$ cat config.mk
export PLATFORM = sky130hd
export DESIGN_NAME = ea_bus_timing_scheduler
export DESIGN_NICKNAME = d
export VERILOG_FILES = /design/src/hw/sched_pkg.sv /design/src/hw/bus_arbiter.sv /design/src/hw/ea_bus_timing_scheduler.sv /design/src/hw/ea_time_lut.sv
export VERILOG_INCLUDE_DIRS = /design/src /design/src/hw
export SDC_FILE = /design/constraint.sdc
export NUM_CORES = 1
export LEC_CHECK = 0
export ABC_CLOCK_PERIOD_IN_PS = 17900
export BUFFER_PORTS_ARGS = -buffer_cell sky130_fd_sc_hd__buf_2
export CORE_MARGIN = 5
export CORE_UTILIZATION = 60
export CTS_BUF_LIST = sky130_fd_sc_hd__clkbuf_4 sky130_fd_sc_hd__clkbuf_8
export CTS_CLUSTER_DIAMETER = 100
export DETAILED_ROUTE_END_ITERATION = 7
export HOLD_SLACK_MARGIN = 0.03
export PLACE_DENSITY_LB_ADDON = 0.1
export SLEW_MARGIN = 10
export SYNTH_ARGS = -nofsm -noshare
export SYNTH_HDL_FRONTEND = slang
export SYNTH_HIERARCHICAL = 1
export SYNTH_SLANG_ARGS = --single-unit
$ cat constraint.sdc
create_clock -name ref_clk -period 17.9 [get_ports ref_clk]
set_clock_uncertainty 0.2 [all_clocks]
set_input_delay 3.58 -clock ref_clk [delete_from_list [all_inputs] [get_ports ref_clk]]
set_output_delay 3.58 -clock ref_clk [all_outputs]
set_load 0.005 [all_outputs]
$ cat src/hw/sched_cfg.svh
// timing constants for the effective-address bus scheduler
`ifndef SCHED_CFG_SVH
`define SCHED_CFG_SVH
`define CLK_PERIOD_NS 5
`define BASE_BUS_CLK 4'd2
`define LONG_ADD 8'd2
`define LONG_ACC 4'd2
`define WORD_ACC 4'd1
`define MIN_EXT_AGE 1'b1
`define EARLY_PF_WIN 8'd2
`endif

$ cat src/hw/sched_pkg.sv
// types shared by the effective-address bus scheduler
package sched_pkg;
  // index size/scale and pc-vs-base do not select separate entries
  typedef enum logic [4:0] {
    EA_DN, EA_AN, EA_IND, EA_POSTINC, EA_PREDEC, EA_D16, EA_ABSW, EA_ABSL,
    EA_IMMB, EA_IMMW, EA_IMML, EA_D8X, EA_SUPP, EA_BD16, EA_BD32, EA_MIND,
    EA_MX, EA_MANX, EA_MD16, EA_MD32, EA_MD16X, EA_MD32X, EA_MD16XS, EA_MD32XS
  } ea_mode_t;
  typedef enum logic [1:0] {ACC_RD, ACC_PF, ACC_WR} acc_kind_t;
  typedef struct packed {
    ea_mode_t mode;
    logic calc;
    logic long_op;
    logic [3:0] op_head;
    logic signed [5:0] op_tail;
    logic [7:0] op_cyc;
    logic [3:0] op_rd;
    logic [3:0] op_pf;
    logic [3:0] op_wr;
    logic op_wr_var;
    logic ext_word;
    logic long_disp;
  } ins_desc_t;
  typedef struct packed {
    logic [3:0] head;
    logic [3:0] tail;
    logic [3:0] cyc;
    logic [3:0] rd;
    logic [3:0] pf;
  } ea_time_t;
  typedef struct packed {
    logic valid;
    acc_kind_t kind;
  } bus_cyc_t;
  typedef struct packed {
    logic [7:0] cyc;
    logic [3:0] head;
    logic signed [5:0] tail;
    logic [3:0] overlap;
    logic [7:0] internal;
  } timing_rpt_t;
endpackage

$ cat src/hw/bus_arbiter.sv
// two-clock bus cycle sequencer with operand priority over prefetch
`timescale 1ns/1ps
`include "sched_cfg.svh"
module bus_arbiter import sched_pkg::*; (
  input wire logic ref_clk,
  input wire logic resetn,
  input wire logic [3:0] bus_clocks,
  input wire logic rd_req,
  input wire logic wr_req,
  input wire logic pf_req,
  output logic rd_gnt,
  output logic wr_gnt,
  output logic pf_gnt,
  output bus_cyc_t bus
);
  bus_cyc_t bus_r;
  bus_cyc_t bus_nxt;
  logic [3:0] cnt_r;
  logic [3:0] cnt_nxt;
  logic can;
  // a new cycle may start in the last clock of the current one
  assign can = !bus_r.valid || cnt_r == 4'h0;
  assign wr_gnt = can && wr_req;
  assign rd_gnt = can && rd_req && !wr_req;
  assign pf_gnt = can && pf_req && !rd_req && !wr_req;
  assign bus = bus_r;
  always_comb begin
    bus_nxt = bus_r;
    cnt_nxt = cnt_r;
    if (can) begin
      bus_nxt.valid = rd_gnt || wr_gnt || pf_gnt;
      bus_nxt.kind = wr_gnt ? ACC_WR : (rd_gnt ? ACC_RD : ACC_PF);
      // slow memory stretches each access beyond the two-clock baseline
      cnt_nxt = (bus_clocks > `BASE_BUS_CLK ? bus_clocks : `BASE_BUS_CLK) - 4'd1;
    end else begin
      cnt_nxt = cnt_r - 4'd1;
    end
  end
  always_ff @(posedge ref_clk) begin
    if (!resetn) begin
      bus_r <= '{1'b0, ACC_RD};
      cnt_r <= 4'h0;
    end else begin
      bus_r <= bus_nxt;
      cnt_r <= cnt_nxt;
    end
  end
endmodule // bus_arbiter

$ cat src/hw/ea_bus_timing_scheduler.sv
// instruction and effective-address timing scheduler issuing bus cycles
`timescale 1ns/1ps
`include "sched_cfg.svh"
// What this block does
// - baseline timing uses sixteen-bit two-clock cycles
// - every instruction refills the pipeline before finishing
// - head cycles finish prior write or prefetch
// - tail cycles carry the instruction's final write
// - report cycles, head, tail, overlap and internal clocks
// - long operands take two accesses, plus two
// - trailing write overlaps next head, counted once
// - head taken by write defers prefetches later
// - negative tail lets next prefetch start early
// - word extension waits one cycle in pipeline
// - eight-bit indexed mode: head4 tail2 cycles8
// - address-fetch read overlaps next head by tail
// - index size and scale never change timing
// - program counter base times like address base
// - slow prefetch eats head first, then tail/total
// - calculate mode is fetch without operand read
// - internal clocks are two-clock total minus two per access
// - each slow read or write adds its extra clocks
// - overlap is min of previous tail, head
// - operand accesses beat prefetches on the bus
module ea_bus_timing_scheduler import sched_pkg::*; (
  input wire logic ref_clk,
  input wire logic resetn,
  input wire ins_desc_t ins,
  input wire logic ins_valid,
  output logic ins_ready,
  input wire logic ext_word_ok,
  input wire logic [3:0] bus_clocks,
  output bus_cyc_t bus,
  output logic done,
  output timing_rpt_t rpt,
  output logic [15:0] run_total
);
  typedef enum logic {ST_IDLE, ST_RUN} st_t;
  st_t st_r;
  st_t st_nxt;
  logic [7:0] cnt_r;
  logic [7:0] cnt_nxt;
  logic [3:0] rd_left_r;
  logic [3:0] rd_left_nxt;
  logic [3:0] pf_left_r;
  logic [3:0] pf_left_nxt;
  logic [3:0] wr_left_r;
  logic [3:0] wr_left_nxt;
  logic signed [5:0] tail_r;
  logic signed [5:0] tail_nxt;
  logic signed [5:0] prev_tail_r;
  logic signed [5:0] prev_tail_nxt;
  logic early_r;
  logic early_nxt;
  logic ext_age_r;
  logic ext_age_nxt;
  logic done_r;
  logic done_nxt;
  timing_rpt_t rpt_r;
  timing_rpt_t rpt_nxt;
  logic [15:0] total_r;
  logic [15:0] total_nxt;
  ea_time_t ea;
  logic ea_on;
  logic [3:0] h0;
  logic [3:0] h1;
  logic [3:0] ov_ea;
  logic [3:0] prev_pos;
  logic [3:0] ovl;
  logic [3:0] wr_n;
  logic [4:0] r_n;
  logic [4:0] p_n;
  logic [7:0] acc_n;
  logic [7:0] c0;
  logic [7:0] c1;
  logic [7:0] ex8;
  logic [7:0] pf_ex;
  logic [7:0] spill;
  logic [7:0] rw_ex;
  logic [7:0] len;
  logic [7:0] internal;
  logic [7:0] tail_pos;
  logic signed [5:0] t0;
  logic signed [5:0] t1;
  logic long_wr;
  logic ext_need;
  logic fin;
  logic start;
  logic rd_req;
  logic wr_req;
  logic pf_req;
  logic early_want;
  logic rd_gnt;
  logic wr_gnt;
  logic pf_gnt;

  ea_time_lut u_lut (
    .mode(ins.mode),
    .calc(ins.calc),
    .long_op(ins.long_op),
    .tm(ea)
  );

  bus_arbiter u_arb (
    .ref_clk(ref_clk),
    .resetn(resetn),
    .bus_clocks(bus_clocks),
    .rd_req(rd_req),
    .wr_req(wr_req),
    .pf_req(pf_req),
    .rd_gnt(rd_gnt),
    .wr_gnt(wr_gnt),
    .pf_gnt(pf_gnt),
    .bus(bus)
  );

  // timing of the presented instruction, ea part folded into the operation
  always_comb begin
    ea_on = ea.cyc != 4'h0;
    long_wr = ins.op_wr_var && ins.long_op;
    ov_ea = (ea.tail < ins.op_head) ? ea.tail : ins.op_head;
    h0 = ea_on ? ea.head : ins.op_head;
    c0 = ea_on ? ({4'h0, ea.cyc} - {4'h0, ov_ea} + ins.op_cyc) : ins.op_cyc;
    c0 = c0 + (long_wr ? `LONG_ADD : 8'h00);
    t0 = ins.op_tail + (long_wr ? 6'sd2 : 6'sd0);
    wr_n = ins.op_wr_var ? (ins.long_op ? `LONG_ACC : `WORD_ACC) : ins.op_wr;
    r_n = {1'b0, ea.rd} + {1'b0, ins.op_rd};
    p_n = {1'b0, ea.pf} + {1'b0, ins.op_pf};
    acc_n = {3'h0, r_n} + {3'h0, p_n} + {4'h0, wr_n};
    internal = c0 - 8'(acc_n * {4'h0, `BASE_BUS_CLK});
    ex8 = (bus_clocks > `BASE_BUS_CLK) ? {4'h0, bus_clocks - `BASE_BUS_CLK} : 8'h00;
    pf_ex = 8'({3'h0, p_n} * ex8);
    // extra prefetch clocks are soaked up by the head before they cost time
    if (pf_ex <= {4'h0, h0}) begin
      h1 = h0 - pf_ex[3:0];
      spill = 8'h00;
    end else begin
      h1 = 4'h0;
      spill = pf_ex - {4'h0, h0};
    end
    t1 = t0 + $signed(spill[5:0]);
    rw_ex = 8'({3'h0, r_n} * ex8) + 8'({4'h0, wr_n} * ex8);
    c1 = c0 + spill + rw_ex;
    // a negative tail counts as zero when crediting overlap
    // a take in the finishing cycle overlaps the instruction that is finishing now
    if (fin) begin
      prev_pos = tail_r[5] ? 4'h0 : tail_r[3:0];
    end else begin
      prev_pos = prev_tail_r[5] ? 4'h0 : prev_tail_r[3:0];
    end
    ovl = (prev_pos < h1) ? prev_pos : h1;
    len = (c1 > {4'h0, ovl}) ? c1 - {4'h0, ovl} : 8'h01;
    tail_pos = tail_r[5] ? 8'h00 : {2'b00, tail_r};
  end

  // only word extensions must settle; long offsets go straight in
  assign ext_need = ins.ext_word && !ins.long_disp;
  // the write buffer holds one entry, so the write must be granted first
  assign fin = st_r == ST_RUN && cnt_r == 8'h00 && rd_left_r == 4'h0 && pf_left_r == 4'h0 &&
    wr_left_r == 4'h0;
  assign start = ins_valid && (st_r == ST_IDLE || fin) && (!ext_need || ext_age_r);
  assign ins_ready = start;
  assign rd_req = st_r == ST_RUN && rd_left_r != 4'h0;
  assign wr_req = st_r == ST_RUN && wr_left_r != 4'h0 && rd_left_r == 4'h0 && cnt_r <= tail_pos;
  // free bus clocks at a change of flow fetch ahead for the next one
  // no early fetch in a take cycle: its credit would be lost with the restart
  assign early_want = st_r == ST_RUN && tail_r < 6'sd0 && cnt_r <= `EARLY_PF_WIN && !early_r &&
    pf_left_r == 4'h0 && !start;
  assign pf_req = (st_r == ST_RUN && pf_left_r != 4'h0) || early_want;
  assign done = done_r;
  assign rpt = rpt_r;
  assign run_total = total_r;

  always_comb begin
    st_nxt = st_r;
    cnt_nxt = cnt_r;
    rd_left_nxt = rd_left_r;
    pf_left_nxt = pf_left_r;
    wr_left_nxt = wr_left_r;
    tail_nxt = tail_r;
    prev_tail_nxt = prev_tail_r;
    early_nxt = early_r;
    ext_age_nxt = ext_word_ok ? `MIN_EXT_AGE : 1'b0;
    done_nxt = fin;
    rpt_nxt = rpt_r;
    total_nxt = total_r;
    case (st_r)
      ST_IDLE: begin
        st_nxt = ST_IDLE;
      end
      ST_RUN: begin
        if (cnt_r != 8'h00) begin
          cnt_nxt = cnt_r - 8'h01;
        end
        if (rd_gnt) begin
          rd_left_nxt = rd_left_r - 4'h1;
        end
        if (wr_gnt) begin
          wr_left_nxt = wr_left_r - 4'h1;
        end
        if (pf_gnt && pf_left_r != 4'h0) begin
          pf_left_nxt = pf_left_r - 4'h1;
        end else if (pf_gnt) begin
          early_nxt = 1'b1;
        end
        if (fin) begin
          st_nxt = ST_IDLE;
          prev_tail_nxt = tail_r;
        end
      end
      default: begin
        st_nxt = ST_IDLE;
      end
    endcase
    if (start) begin
      st_nxt = ST_RUN;
      cnt_nxt = len - 8'h01;
      rd_left_nxt = r_n[3:0];
      pf_left_nxt = (early_r && p_n != 5'h00) ? p_n[3:0] - 4'h1 : p_n[3:0];
      early_nxt = 1'b0;
      wr_left_nxt = wr_n;
      tail_nxt = t1;
      rpt_nxt = '{c1, h1, t1, ovl, internal};
      total_nxt = total_r + {8'h00, len};
    end else if (fin) begin
      // a finish with no take keeps the tail as overlap credit for the next instruction
      prev_tail_nxt = tail_r;
    end else if (st_r == ST_IDLE && !bus.valid) begin
      prev_tail_nxt = 6'sd0;
    end
  end

  always_ff @(posedge ref_clk) begin
    if (!resetn) begin
      st_r <= ST_IDLE;
      cnt_r <= 8'h00;
      rd_left_r <= 4'h0;
      pf_left_r <= 4'h0;
      wr_left_r <= 4'h0;
      tail_r <= 6'sd0;
      prev_tail_r <= 6'sd0;
      early_r <= 1'b0;
      ext_age_r <= 1'b0;
      done_r <= 1'b0;
      rpt_r <= '0;
      total_r <= 16'h0000;
    end else begin
      st_r <= st_nxt;
      cnt_r <= cnt_nxt;
      rd_left_r <= rd_left_nxt;
      pf_left_r <= pf_left_nxt;
      wr_left_r <= wr_left_nxt;
      tail_r <= tail_nxt;
      prev_tail_r <= prev_tail_nxt;
      early_r <= early_nxt;
      ext_age_r <= ext_age_nxt;
      done_r <= done_nxt;
      rpt_r <= rpt_nxt;
      total_r <= total_nxt;
    end
  end
endmodule // ea_bus_timing_scheduler

$ cat src/hw/ea_time_lut.sv
// per-mode head, tail, cycle and access lookup for fetch and calculate
`timescale 1ns/1ps
`include "sched_cfg.svh"
module ea_time_lut import sched_pkg::*; (
  input wire ea_mode_t mode,
  input wire logic calc,
  input wire logic long_op,
  output ea_time_t tm
);
  // nibbles: head, tail, cycles, prefetches
  logic [15:0] fv;
  logic [15:0] cv;
  logic xr;
  always_comb begin
    fv = 16'h0000;
    cv = 16'h0000;
    xr = 1'b1;
    case (mode)
      EA_DN, EA_AN: begin
        xr = 1'b0;
      end
      EA_IND, EA_POSTINC: begin
        fv = 16'h1130;
        cv = 16'h1020;
      end
      EA_PREDEC: begin
        fv = 16'h2240;
        cv = 16'h2020;
      end
      EA_D16, EA_ABSW: begin
        fv = 16'h1351;
        cv = 16'h1131;
      end
      EA_ABSL: begin
        fv = 16'h1572;
        cv = 16'h1352;
      end
      EA_IMMB, EA_IMMW: begin
        fv = 16'h1131;
        cv = 16'h1131;
        xr = 1'b0;
      end
      EA_IMML: begin
        fv = 16'h1352;
        cv = 16'h1352;
        xr = 1'b0;
      end
      EA_D8X, EA_MX, EA_MANX: begin
        fv = 16'h4281;
        cv = 16'h4061;
      end
      EA_SUPP: begin
        fv = 16'h2261;
        cv = 16'h2041;
      end
      EA_BD16, EA_MD16: begin
        fv = 16'h1372;
        cv = 16'h1152;
      end
      EA_BD32, EA_MD32: begin
        fv = 16'h1593;
        cv = 16'h1373;
      end
      EA_MIND: begin
        fv = 16'h1151;
        cv = 16'h1041;
      end
      EA_MD16X, EA_MD16XS: begin
        fv = 16'h2282;
        cv = 16'h2062;
      end
      EA_MD32X, EA_MD32XS: begin
        fv = 16'h1393;
        cv = 16'h1173;
      end
      default: begin
        xr = 1'b0;
      end
    endcase
    if (calc) begin
      // calculate form: same walk with no operand read
      tm = '{cv[15:12], cv[11:8], cv[7:4], 4'h0, cv[3:0]};
    end else if (xr && long_op) begin
      tm = '{fv[15:12], fv[11:8] + 4'd2, fv[7:4] + 4'd2, `LONG_ACC, fv[3:0]};
    end else begin
      tm = '{fv[15:12], fv[11:8], fv[7:4], xr ? `WORD_ACC : 4'h0, fv[3:0]};
    end
  end
endmodule // ea_time_lut

# After elaboration in Yosys (flattened, before gate mapping)
# Cells that the tools add are included.
# word_totals
regBits,83
wordCells,204
in_bits,48
# op_classes
n_mul,3
n_reduce_logical,74
n_addsub,28
eq_ne,22
bitwise,3
mux,48
n_lt_le_gt_ge,8
# ops
op,count
$pmux W15 S13,1
$pmux W15 S11,1
$mux W4,21
$mux W8,6
$eq A5 B4 Y1 const B,8
$eq A5 B5 Y1 const B,8
$add A8 B8 Y8,4
$mux W6,5
$logic_and A1 B1 Y1,28
$sub A4 B1 Y4 const B,6
$eq A5 B3 Y1 const B,4
$mux W19,1
$reduce_or A19 Y1,1
$reduce_or A2 Y1,9
$add A16 B8 Y16,1
$logic_not A4 Y1,4
$mul A5 B4 Y8,2
$mux W16,1
$reduce_bool A4 Y1,4
$sub A8 B1 Y8 const B,2
$sub A8 B4 Y8,2
$add A4 B4 Y5,2
$eq A5 B2 Y1 const B,2
$reduce_bool A2 Y1,5
other kinds (32),58

# Depth between registers and ports, before layout
# Gate-level depths: netlist of run 1.
# depth
depth_word,18
depth_mapped,51
ltp_nobuf,48

# Hierarchy
# The synthesis of run 1 kept the hierarchy.
# by_module_without_submodules
mod,area_per_inst_um2,cells_each,instances
ea_bus_timing_scheduler,8558.2,1068,1
ea_time_lut,691.9,104,1
bus_arbiter,357.8,37,1

# Least setup slack after synthesis of run 1
# Ideal clock, no wire load.
# synth_timing
path_type,input -> register
from,input port ins[35] (netlist name)
to,register total_r[12] (netlist: run_total[12])
cell_stages,49
t_arrival_ps,14171
t_required_ps,17628
path_slack_ps,3458
setup_time_ps,72
path_cell_list,buf_2 -> buf_2 -> nand2b_1 -> o22ai_1 -> and2_1 -> ha_1 -> nand2_1 -> a21oi_1 -> ha_1 -> a21o_1 -> a21oi_1 -> mux2_2 -> ha_1 -> inv_1 -> fa_1 -> xor2_1 -> ha_1 -> a21oi_1 -> [13 not listed] -> o21ai_0 -> a21oi_1 -> o21a_1 -> or3_1 -> and2_1 -> xnor3_1 -> buf_2 -> nand2_1 -> nand2_1 -> ha_1 -> inv_1 -> fa_1 -> nand2b_1 -> a221oi_2 -> nor3_1 -> o311a_1 -> o21ai_0 -> mux2i_1
# synth_lines
element,line_no,source
start: declaration,ea_bus_timing_scheduler.sv:28,"input wire ins_desc_t ins,"
end signal: assignment,ea_bus_timing_scheduler.sv:259,total_r <= total_nxt;
end: declaration,ea_bus_timing_scheduler.sv:61,logic [15:0] total_r;

==> impl_metrics.csv, run 1 <==
group,metric,value,unit
timing,finalCritPeriodShare,85.3,%
synth,yosysUniqueCellTypes,84,
clock_network,clkTransAtPathRegs,100,ps
layout,drive_gt1_share,11.5,%
placement,dp_cells,1482,
floorplanning,io_pins,99,
floorplanning,rows,46,
detailed_routing,drt_wl_total,23.8,mm
synth,ys.flop_type,"dfxtp_1",
setup_path,worstPathMaxFanout,24,
job,drv_cap,0,
worst_hold_path,min_path_type,"register to register",
floorplanning,chipHeight,137,um
clock_network,clk-insertion-delay-late,370,ps
placement,dp_hpwl,19.0,mm
setup_path,critical_path_class,"primary input to register",
layout,final_cells,1498,
setup_path,crit_slowest_cell,"xnor3_1",
setup_path,crit_top_cell,"fa_1",
layout,areaGrowthSynthToFinish,8.31,%
global_routing,overflow,0,
synth,yosysTopAreaCell,"dfxtp_1",
clock_network,postCtsHoldBufs,0,
detailed_routing,first_pass_iters,5,
timing,fmax,0.0655,GHz
synth,synthArstFlopShare,0,%
global_routing,busiest_layer,"met2",
synth,postSynthCellCount,1209,
setup_path,cp.required,18010,ps
setup_path,r2r_slack,9990,ps
setup_path,cp.arrival,15390,ps
synth,avgSynthCellArea,7.95,um2
setup_path,r2r-start,"cnt_r[2]",
global_routing,use_met2,45.0,%
layout,antenna_cells,0,
global_routing,grt_usage,26.4,%
placement,globalplace.congestion,0.906,
global_routing,antenna_found_initial,0,
setup_path,critPathCaptureType,"register",
timing,setup_viol,0,
timing,worst-slew-pin-transition,1190,ps
detailed_routing,detail_route.iter0.violations,501,
timing,slew_violations,0,
synth,yosysTopAreaCellShare,17.1,%
setup_path,startpoint_type,"primary input",
synth,synth_edf_count,0,
floorplanning,core,0.0158,mm2
setup_path,crit_path_max_incr_delay,640,ps
global_routing,use_met1,34.5,%
timing,relSlewSlack,20.2,%
synth,synth_area,0.00961,mm2
clock_network,cts_buffers,9,
timing,totalNegativeSetupSlack,0,ps
detailed_routing,drc_errors,0,
timing,holdWs,252,ps
synth,synth_seq_cells,82,
clock_network,cts_tree,"built",
global_routing,grt_pass1_vias,8213,
clock_network,cts_max_level,3,
placement,placed_area,0.0102,mm2
global_routing,use_met3,4.41,%
floorplanning,die_x,137,um
timing,grt_setup_unrepaired,"false",
synth,yosys-top-cells-area,"dfxtp_1 (17%), ha_1 (15%), fa_1 (11%)",
setup_path,crit_start,"ins[37]",
clock_network,clk_path_buf_depth,2,
floorplanning,die-area,0.0186,mm2
synth,yosysSeqAreaShare,17.1,%
setup_path,r2r-end,"run_total[12]",
detailed_routing,via_per_inst,5.66,
detailed_routing,wl_per_cell,15.9,um
timing,hold_viol_final,0,
synth,yosysMostFrequentCell,"inv_1",
layout,fin_nets,1493,
global_routing,grt_max_degree,71,
clock_network,cts_resized,0,
setup_path,r2r_cells,31,
global_routing,grt_pass1_wl,39.5,mm
synth,synth_common_cells,"inv_1 (129), nor2_1 (120), ha_1 (115)",
setup_path,endpoint,"run_total[12]",
clock_network,cts_num_sinks,82,
clock_network,cts_setup_buffers,0,
clock_network,root_buffer,"clkbuf_8",
synth,yosysWarnings,6,
detailed_routing,num_vias,8474,
detailed_routing,postRouteAntennaNets,0,
status,outcome,"complete, no violations",
placement,port_buffers,98,
floorplanning,initial_utilization,60.9,%
timing,min_period,15270,ps
layout,final_cell_area,0.0104,mm2
-- area by class of cell --
type | count | area [um2]
inverter | 132 | 495
tap | 216 | 270
clock buffer | 10 | 138
timing repair buffer | 102 | 520
sequential | 82 | 1640
fill | 1460 | 5360
multi-input combinational | 950 | 7250
clock inverter | 6 | 93.8
-- placed cells by master, fill, tap and decap left out, drive strengths merged, types with 10 or more instances in the layout --
cell    netlist  routed
xnor2        47      47
fa           53      53
nor2        120     120
nor2b        19      19
a21oi        86      86
inv         131     135
mux2i        19      19
a21o         28      28
o21ai        39      39
clkbuf       28      10
and2         11      11
xor2         26      26
dfxtp        82      82
a211oi       27      27
buf          21     102
o21a         10      10
or3          10      10
nand3        30      30
nor3         23      23
nand2b       29      29
nand2       111     111
ha          115     115
-- worst min-delay path by stage --
stage,slack (ps),endpoint,from,cells past startpoint
after global placement,240,rpt[7],rpt[7],2
after floorplan,250,rpt[4],rpt[4],2
after CTS,250,rpt[5],rpt[5],2
after detailed placement,240,rpt[5],rpt[5],2
after global routing,270,rpt[5],rpt[5],2
final,250,rpt[5],rpt[5],2
-- metal layers --
metal  share of wire (%)  routed length [um]
met1                  45               10700
met2                  47               11300
met3                 5.3                1260
met4                 2.5                 605
met5                   0                   0
-- metrics by stage --
step / util, % / setup slack (ps)
3_3_place_gp: 64.5 / 2680
6_report: 66.0 / 2630
2_1_floorplan: - / 3460
4_1_cts: 66.0 / 2690
3_5_place_dp: 64.5 / 2300
5_1_grt: 66.0 / 1880
-- flip-flops by register name (all words and copies together), names as in the netlist, 3 cells and up --
name / cells
wr_left_r: 4
run_total: 16
cnt_r: 8
u_arb/bus: 3
rd_left_r: 4
prev_tail_r: 5
u_arb/cnt_r: 4
rpt: 30
pf_left_r: 4
-- kinds of logic after synthesis --
family | Yosys count | share of synthesized area [%]
simple gates | 404 | 20.5
compound gates | 271 | 18.6
buf+inv | 181 | 7.70
fa+ha+maj | 169 | 26.1
flops | 82 | 17.1
xor+xnor | 75 | 7.12
mux | 26 | 2.80
other cells | 1 | 0.0390
-- worst max-delay path: cells and delay by family --
family	cells	cell delay, ps
xor gates and xnor gates	3	1010
buffers and inverters	6	630
and+or+nand+nor	9	1480
AOI/OAI and AO/OA	14	3790
adders and majority gates	12	4280
muxes	2	580
Power of run 1 is left out: the tool's default activity adds up to more than one toggle a clock period on the data nets, which glitch-free logic cannot reach.
==> run 2: changes to the inputs <==
- CELL_PAD_IN_SITES_DETAIL_PLACEMENT: unset -> 1
- CELL_PAD_IN_SITES_GLOBAL_PLACEMENT: unset -> 1
- CORE_UTILIZATION: 60 -> 47
- RECOVER_POWER: unset -> 25
==> run 2 against run 1 <==
Sequential share of layout area barely moved. Final cell count rose by 3.6%. Fmax fell by 2.2%. Via count rose by 2.0%. Global-route usage fell by 2.7 points. Non-clock buffer count did not move. Critical path type unchanged. First-iteration DRC count fell by 50%. Core utilization fell by 14 points.
==> impl_metrics.csv, run 2 (same netlist as run 1, synthesis figures left out) <==
group,metric,value,unit
worst_hold_path,min-delay-start,"rpt[0]",
timing,totalNegativeSetupSlack,0,ps
timing,finalCritPeriodShare,87.2,%
clock_network,clk_path_buf_depth,2,
setup_path,r2r-end,"run_total[12]",
worst_hold_path,min_path_type,"register to register",
placement,port_buffers,98,
floorplanning,die_x,153,um
timing,holdWs,263,ps
clock_network,cts_setup_buffers,0,
setup_path,r2r_cells,30,
setup_path,cp.required,18000,ps
detailed_routing,first_pass_iters,6,
global_routing,grt_pass1_wl,45.8,mm
floorplanning,io_pins,99,
floorplanning,initial_utilization,47.6,%
timing,setup_ws,2290,ps
timing,grt_setup_unrepaired,"false",
clock_network,cts_num_sinks,82,
timing,relSlewSlack,10.3,%
layout,fin_nets,1493,
clock_network,clk-insertion-delay-late,360,ps
job,drv_cap,0,
floorplanning,core,0.0202,mm2
setup_path,r2r-start,"cnt_r[3]",
clock_network,cts_resized,0,
layout,drive_gt1_share,10.6,%
floorplanning,die-area,0.0234,mm2
setup_path,startpoint_type,"primary input",
detailed_routing,postRouteAntennaNets,0,
floorplanning,chipHeight,153,um
timing,hold_viol_final,0,
detailed_routing,detail_route.iter0.violations,253,
clock_network,root_buffer,"clkbuf_8",
placement,place_ws,2050,ps
setup_path,crit_top_cell,"fa_1",
clock_network,postCtsHoldBufs,0,
setup_path,cp.arrival,15710,ps
setup_path,worstPathMaxFanout,24,
global_routing,antenna_found_initial,0,
setup_path,critPathCaptureType,"register",
placement,globalplace.congestion,0.859,
timing,setup_viol,0,
layout,largest_reg_flops,30,
clock_network,clkTransAtPathRegs,90,ps
layout,final_cell_mix,"inv_1 (129), nor2_1 (120), ha_1 (115), nand2_1 (111), buf_2 (87)",
detailed_routing,wl_per_cell,18.0,um
setup_path,r2r_slack,9370,ps
detailed_routing,drc_errors,0,
layout,fill_cells,2552,
floorplanning,rows,52,
layout,mostFrequentLayoutCell,"inv_1",
layout,antenna_cells,0,
worst_hold_path,whs_endpoint,"rpt[0]",
detailed_routing,via_per_inst,5.57,
setup_path,crit_path_max_incr_delay,650,ps
global_routing,grt_pass1_vias,9042,
timing,worst-slew-pin-transition,1350,ps
detailed_routing,drt_wl_total,28.0,mm
timing,fmax,0.0640,GHz
global_routing,grt_max_degree,70,
clock_network,cts_max_level,3,
setup_path,critical_path_class,"primary input to register",
clock_network,cts_buffers,9,
timing,slew_violations,0,
layout,areaGrowthSynthToFinish,8.53,%
timing,min_period,15610,ps
setup_path,crit_slowest_cell,"a211oi_1",
status,outcome,"complete, no violations",
global_routing,overflow,0,
global_routing,grt_usage,23.7,%
detailed_routing,num_vias,8642,
placement,dp_hpwl,22.8,mm
worst_hold_path,hold_depth,2,
clock_network,cts_tree,"built",
==> run 2: cell types whose count changed in the layout (fill, tap and decap cells not counted), sizes merged <==
cell	change
clkinvlp	+2
inv	-3
buf	-11
bufinv	-1
clkbuf	+13
==> run 2: layer usage <==
metal | global-route usage (%) | share of wire, % | vias to the layer above | routed length (um)
li1 | - | - | 4268 | -
met1 | 28.4 | 44 | 4197 | 12400
met2 | 43.1 | 50 | 128 | 13900
met3 | 2.94 | 2.5 | 49 | 710
met4 | 8.82 | 3.5 | 0 | 985
met5 | 0 | 0 | - | 0
==> run 2: worst max-delay path by stage <==
stage / start / endpoint / slack (ps) / cells past startpoint
4_1_cts: ins[37] / run_total[12] / 2410 / 46
3_3_place_gp: ins[37] / run_total[12] / 2460 / 45
2_1_floorplan: ins[35] / run_total[12] / 3460 / 49
5_1_grt: ins[37] / run_total[12] / 1520 / 45
6_report: ins[37] / run_total[12] / 2290 / 45
3_5_place_dp: ins[37] / run_total[12] / 2050 / 46
==> run 2: cell type report <==
cell class | instances | area [um2] | area share (%)
Sequential cell | 82 | 1640 | 15.7
Clock inverter | 4 | 52.6 | 0.504
Clock buffer | 12 | 146 | 1.40
Inverter | 132 | 495 | 4.75
Multi-Input combinational cell | 950 | 7250 | 69.5
Tap cell | 270 | 338 | 3.24
Timing Repair Buffer | 102 | 507 | 4.86
==> run 2: metrics by stage <==
step           util (%)  instances  cell area (um2)
2_1_floorplan         -       1213             9620
3_3_place_gp       50.8       1536            10200
3_5_place_dp       50.8       1536            10200
4_1_cts            51.8       1552            10400
5_1_grt            51.7       1552            10400
6_report           51.7       1552            10400
==> run 2: critical path, delay by kind of cell <==
kind	cells	cell delay, ps
xor gates and xnor gates	3	620
adders and majority gates	13	4630
muxes	2	590
and+or+nand+nor	8	1780
buffers and inverters	6	620
AOI/OAI and AO/OA	13	3850
Power of run 2 is left out for the same reason.
==> run 3: changes to the inputs <==
- CORE_UTILIZATION: 47 -> 46
- SYNTH_HIERARCHICAL: 1 -> unset
==> run 3 against run 2 <==
Via count up 2.6%. Die area up 2.5%. Sequential share of layout area decreased by 0.14 points. Synthesized cell count increased by 3.2%. Largest cell class unchanged. Setup slack worse by 380 ps. Non-clock buffer count increased by 1. The flow now finishes with violations (capacitance limit, slew limit). Fmax is 2.4% lower. Core utilization fell by 1.2 points. Clock-buffer cell count is 3 lower.
==> impl_metrics.csv, run 3 <==
group,metric,value,unit
status,outcome,"finished, violations left",
status,violations,"capacitance limit, slew limit",
synth,yosysWarnings,0,
detailed_routing,num_vias,8866,
setup_path,r2r-start,"cnt_r[5]",
synth,yosysMostFrequentCell,"inv_1",
detailed_routing,via_per_inst,5.56,
clock_network,clk_path_buf_depth,2,
setup_path,crit_slowest_cell,"fa_1",
floorplanning,rows,53,
synth,synthMuxAreaShare,3.15,%
placement,port_buffers,98,
layout,areaGrowthSynthToFinish,8.93,%
synth,synth_compound_area_share,18.0,%
timing,worst-slew-pin-transition,1670,ps
floorplanning,core,0.0208,mm2
synth,synth_top_family_by_area,"adder cells",
worst_hold_path,hold_depth,2,
worst_hold_path,min-delay-start,"rpt[21]",
global_routing,grt_pass1_wl,46.3,mm
timing,finalCritPeriodShare,89.3,%
worst_hold_path,min_path_type,"register to register",
timing,totalNegativeSetupSlack,0,ps
setup_path,crit_top_cell,"fa_1",
synth,yosysTopAreaCellShare,17.0,%
synth,ys.flop_type,"dfxtp_1",
synth,yosysSeqAreaShare,17.0,%
layout,multi_input_area,0.00728,mm2
synth,syn_nets,1460,
clock_network,cts_resized,0,
global_routing,grt_pass1_vias,9254,
clock_network,cts_num_sinks,82,
clock_network,clk-insertion-delay-late,350,ps
setup_path,cp.arrival,16040,ps
setup_path,worstPathMaxFanout,25,
timing,grt_setup_unrepaired,"false",
placement,dp_hpwl,22.6,mm
detailed_routing,postRouteAntennaNets,0,
timing,relSlewSlack,-11.3,%
clock_network,cts_buffers,9,
layout,fin_nets,1527,
setup_path,critical_path_class,"primary input to register",
floorplanning,initial_utilization,46.4,%
setup_path,critPathCaptureType,"register",
timing,holdWs,259,ps
layout,drive_gt1_share,9.39,%
synth,yosysUniqueCellTypes,79,
synth,synthSimpleGateAreaFrac,21.6,%
synth,synth_area,0.00966,mm2
setup_path,startpoint_type,"primary input",
timing,setup_ws,1910,ps
detailed_routing,first_pass_iters,5,
setup_path,cp.required,17950,ps
layout,mostFrequentLayoutCell,"inv_1",
worst_hold_path,whs_endpoint,"rpt[21]",
synth,synth_common_cells,"inv_1 (143), nand2_1 (132), nor2_1 (124)",
layout,largest_reg_flops,30,
synth,yosys-top-cells-area,"dfxtp_1 (17%), ha_1 (14%), fa_1 (11%)",
setup_path,r2r_cells,30,
global_routing,overflow,0,
synth,synthArstFlopShare,0,%
detailed_routing,detail_route.iter0.violations,308,
timing,hold_viol_final,0,
layout,post-route-util,50.5,%
floorplanning,io_pins,99,
job,drv_cap,1,
floorplanning,die-area,0.0240,mm2
layout,final_cell_mix,"inv_1 (143), nand2_1 (132), nor2_1 (124), ha_1 (111), dfxtp_1 (82)",
detailed_routing,drt_wl_total,27.8,mm
clock_network,clkTransAtPathRegs,90,ps
setup_path,crit_path_max_incr_delay,550,ps
timing,slew_violations,35,
timing,setup_viol,0,
floorplanning,die_x,155,um
clock_network,cts_tree,"built",
detailed_routing,drc_errors,0,
global_routing,grt_max_degree,72,
clock_network,postCtsHoldBufs,0,
timing,min_period,15990,ps
global_routing,grt_usage,23.3,%
detailed_routing,wl_per_cell,17.4,um
layout,register_area,0.00164,mm2
layout,fill_cells,2676,
global_routing,antenna_found_initial,0,
synth,synth_seq_cells,82,
synth,synth_xor_area_share,7.27,%
setup_path,r2r-end,"run_total[8]",
synth,synth_edf_count,0,
setup_path,r2r_slack,10050,ps
clock_network,cts_setup_buffers,0,
layout,antenna_cells,0,
synth,synth_fa_ha_area_share,25.4,%
floorplanning,chipHeight,155,um
placement,place_ws,1630,ps
placement,globalplace.congestion,0.865,
synth,avgSynthCellArea,7.74,um2
clock_network,cts_max_level,3,
synth,yosysTopAreaCell,"dfxtp_1",
timing,fmax,0.0625,GHz
synth,postSynthCellCount,1248,
clock_network,root_buffer,"clkbuf_8",
## run 3: changes by cell type after synthesis, moves of 6 or more
| cell | before | now |
|---|---|---|
| nand2_1 | 111 | 132 |
| inv_1 | 129 | 143 |
| o21ai_0 | 34 | 48 |
| buf_4 | 9 | 1 |
| nand4_1 | 5 | 13 |
| and2_1 | 11 | 18 |
| a22o_1 | 0 | 6 |
| clkbuf_1 | 28 | 34 |
| xnor2_1 | 47 | 53 |
## run 3: cell type report
type                    instances  area share (%)
clock inverters                 7           0.726
clock buffers                   9            1.18
inverters                     147            5.25
repair buffers                103            4.78
multi-input cells             972            69.2
flip-flops and latches         82            15.6
well taps                     275            3.27
## run 3: critical path, delay by kind of cell
family	cells	cell delay, ps
muxes	3	840
buffers and inverters	5	640
adders and majority gates	12	4760
AOI/OAI and AO/OA	14	3470
and+or+nand+nor	13	2370
xor gates and xnor gates	2	370
## run 3: through the flow
step	instance area, um2	std cells
floorplan	9660	1248
global placement	10300	1579
detailed placement	10300	1579
CTS	10500	1595
global route	10500	1595
finish	10500	1595
## run 3: worst max-delay path by stage
stage	from	to	slack, ps
after global routing	ins[38]	run_total[8]	1050
after detailed placement	ins[38]	run_total[8]	1630
after floorplan	ins[39]	run_total[8]	2720
after CTS	ins[38]	run_total[8]	1960
final	ins[38]	run_total[8]	1910
after global placement	ins[38]	run_total[8]	1990
## run 3: logic make-up (layout without fill, tap and decap cells)
kind of cell / after synthesis / count (layout)
xor+xnor: 78 / 78
flops: 82 / 82
simple gates: 438 / 438
fa+ha+maj: 164 / 164
mux: 28 / 28
compound gates: 264 / 264
buf+inv: 194 / 266
## run 3: layer usage
metal	global-route usage, %	routed length (um)	vias to the layer above
li1	-	-	4381
met1	30.2	12600	4320
met4	6.43	635	0
met2	41.5	13900	131
met5	0	0	-
met3	2.03	732	34
Power of run 3 is left out for the same reason.
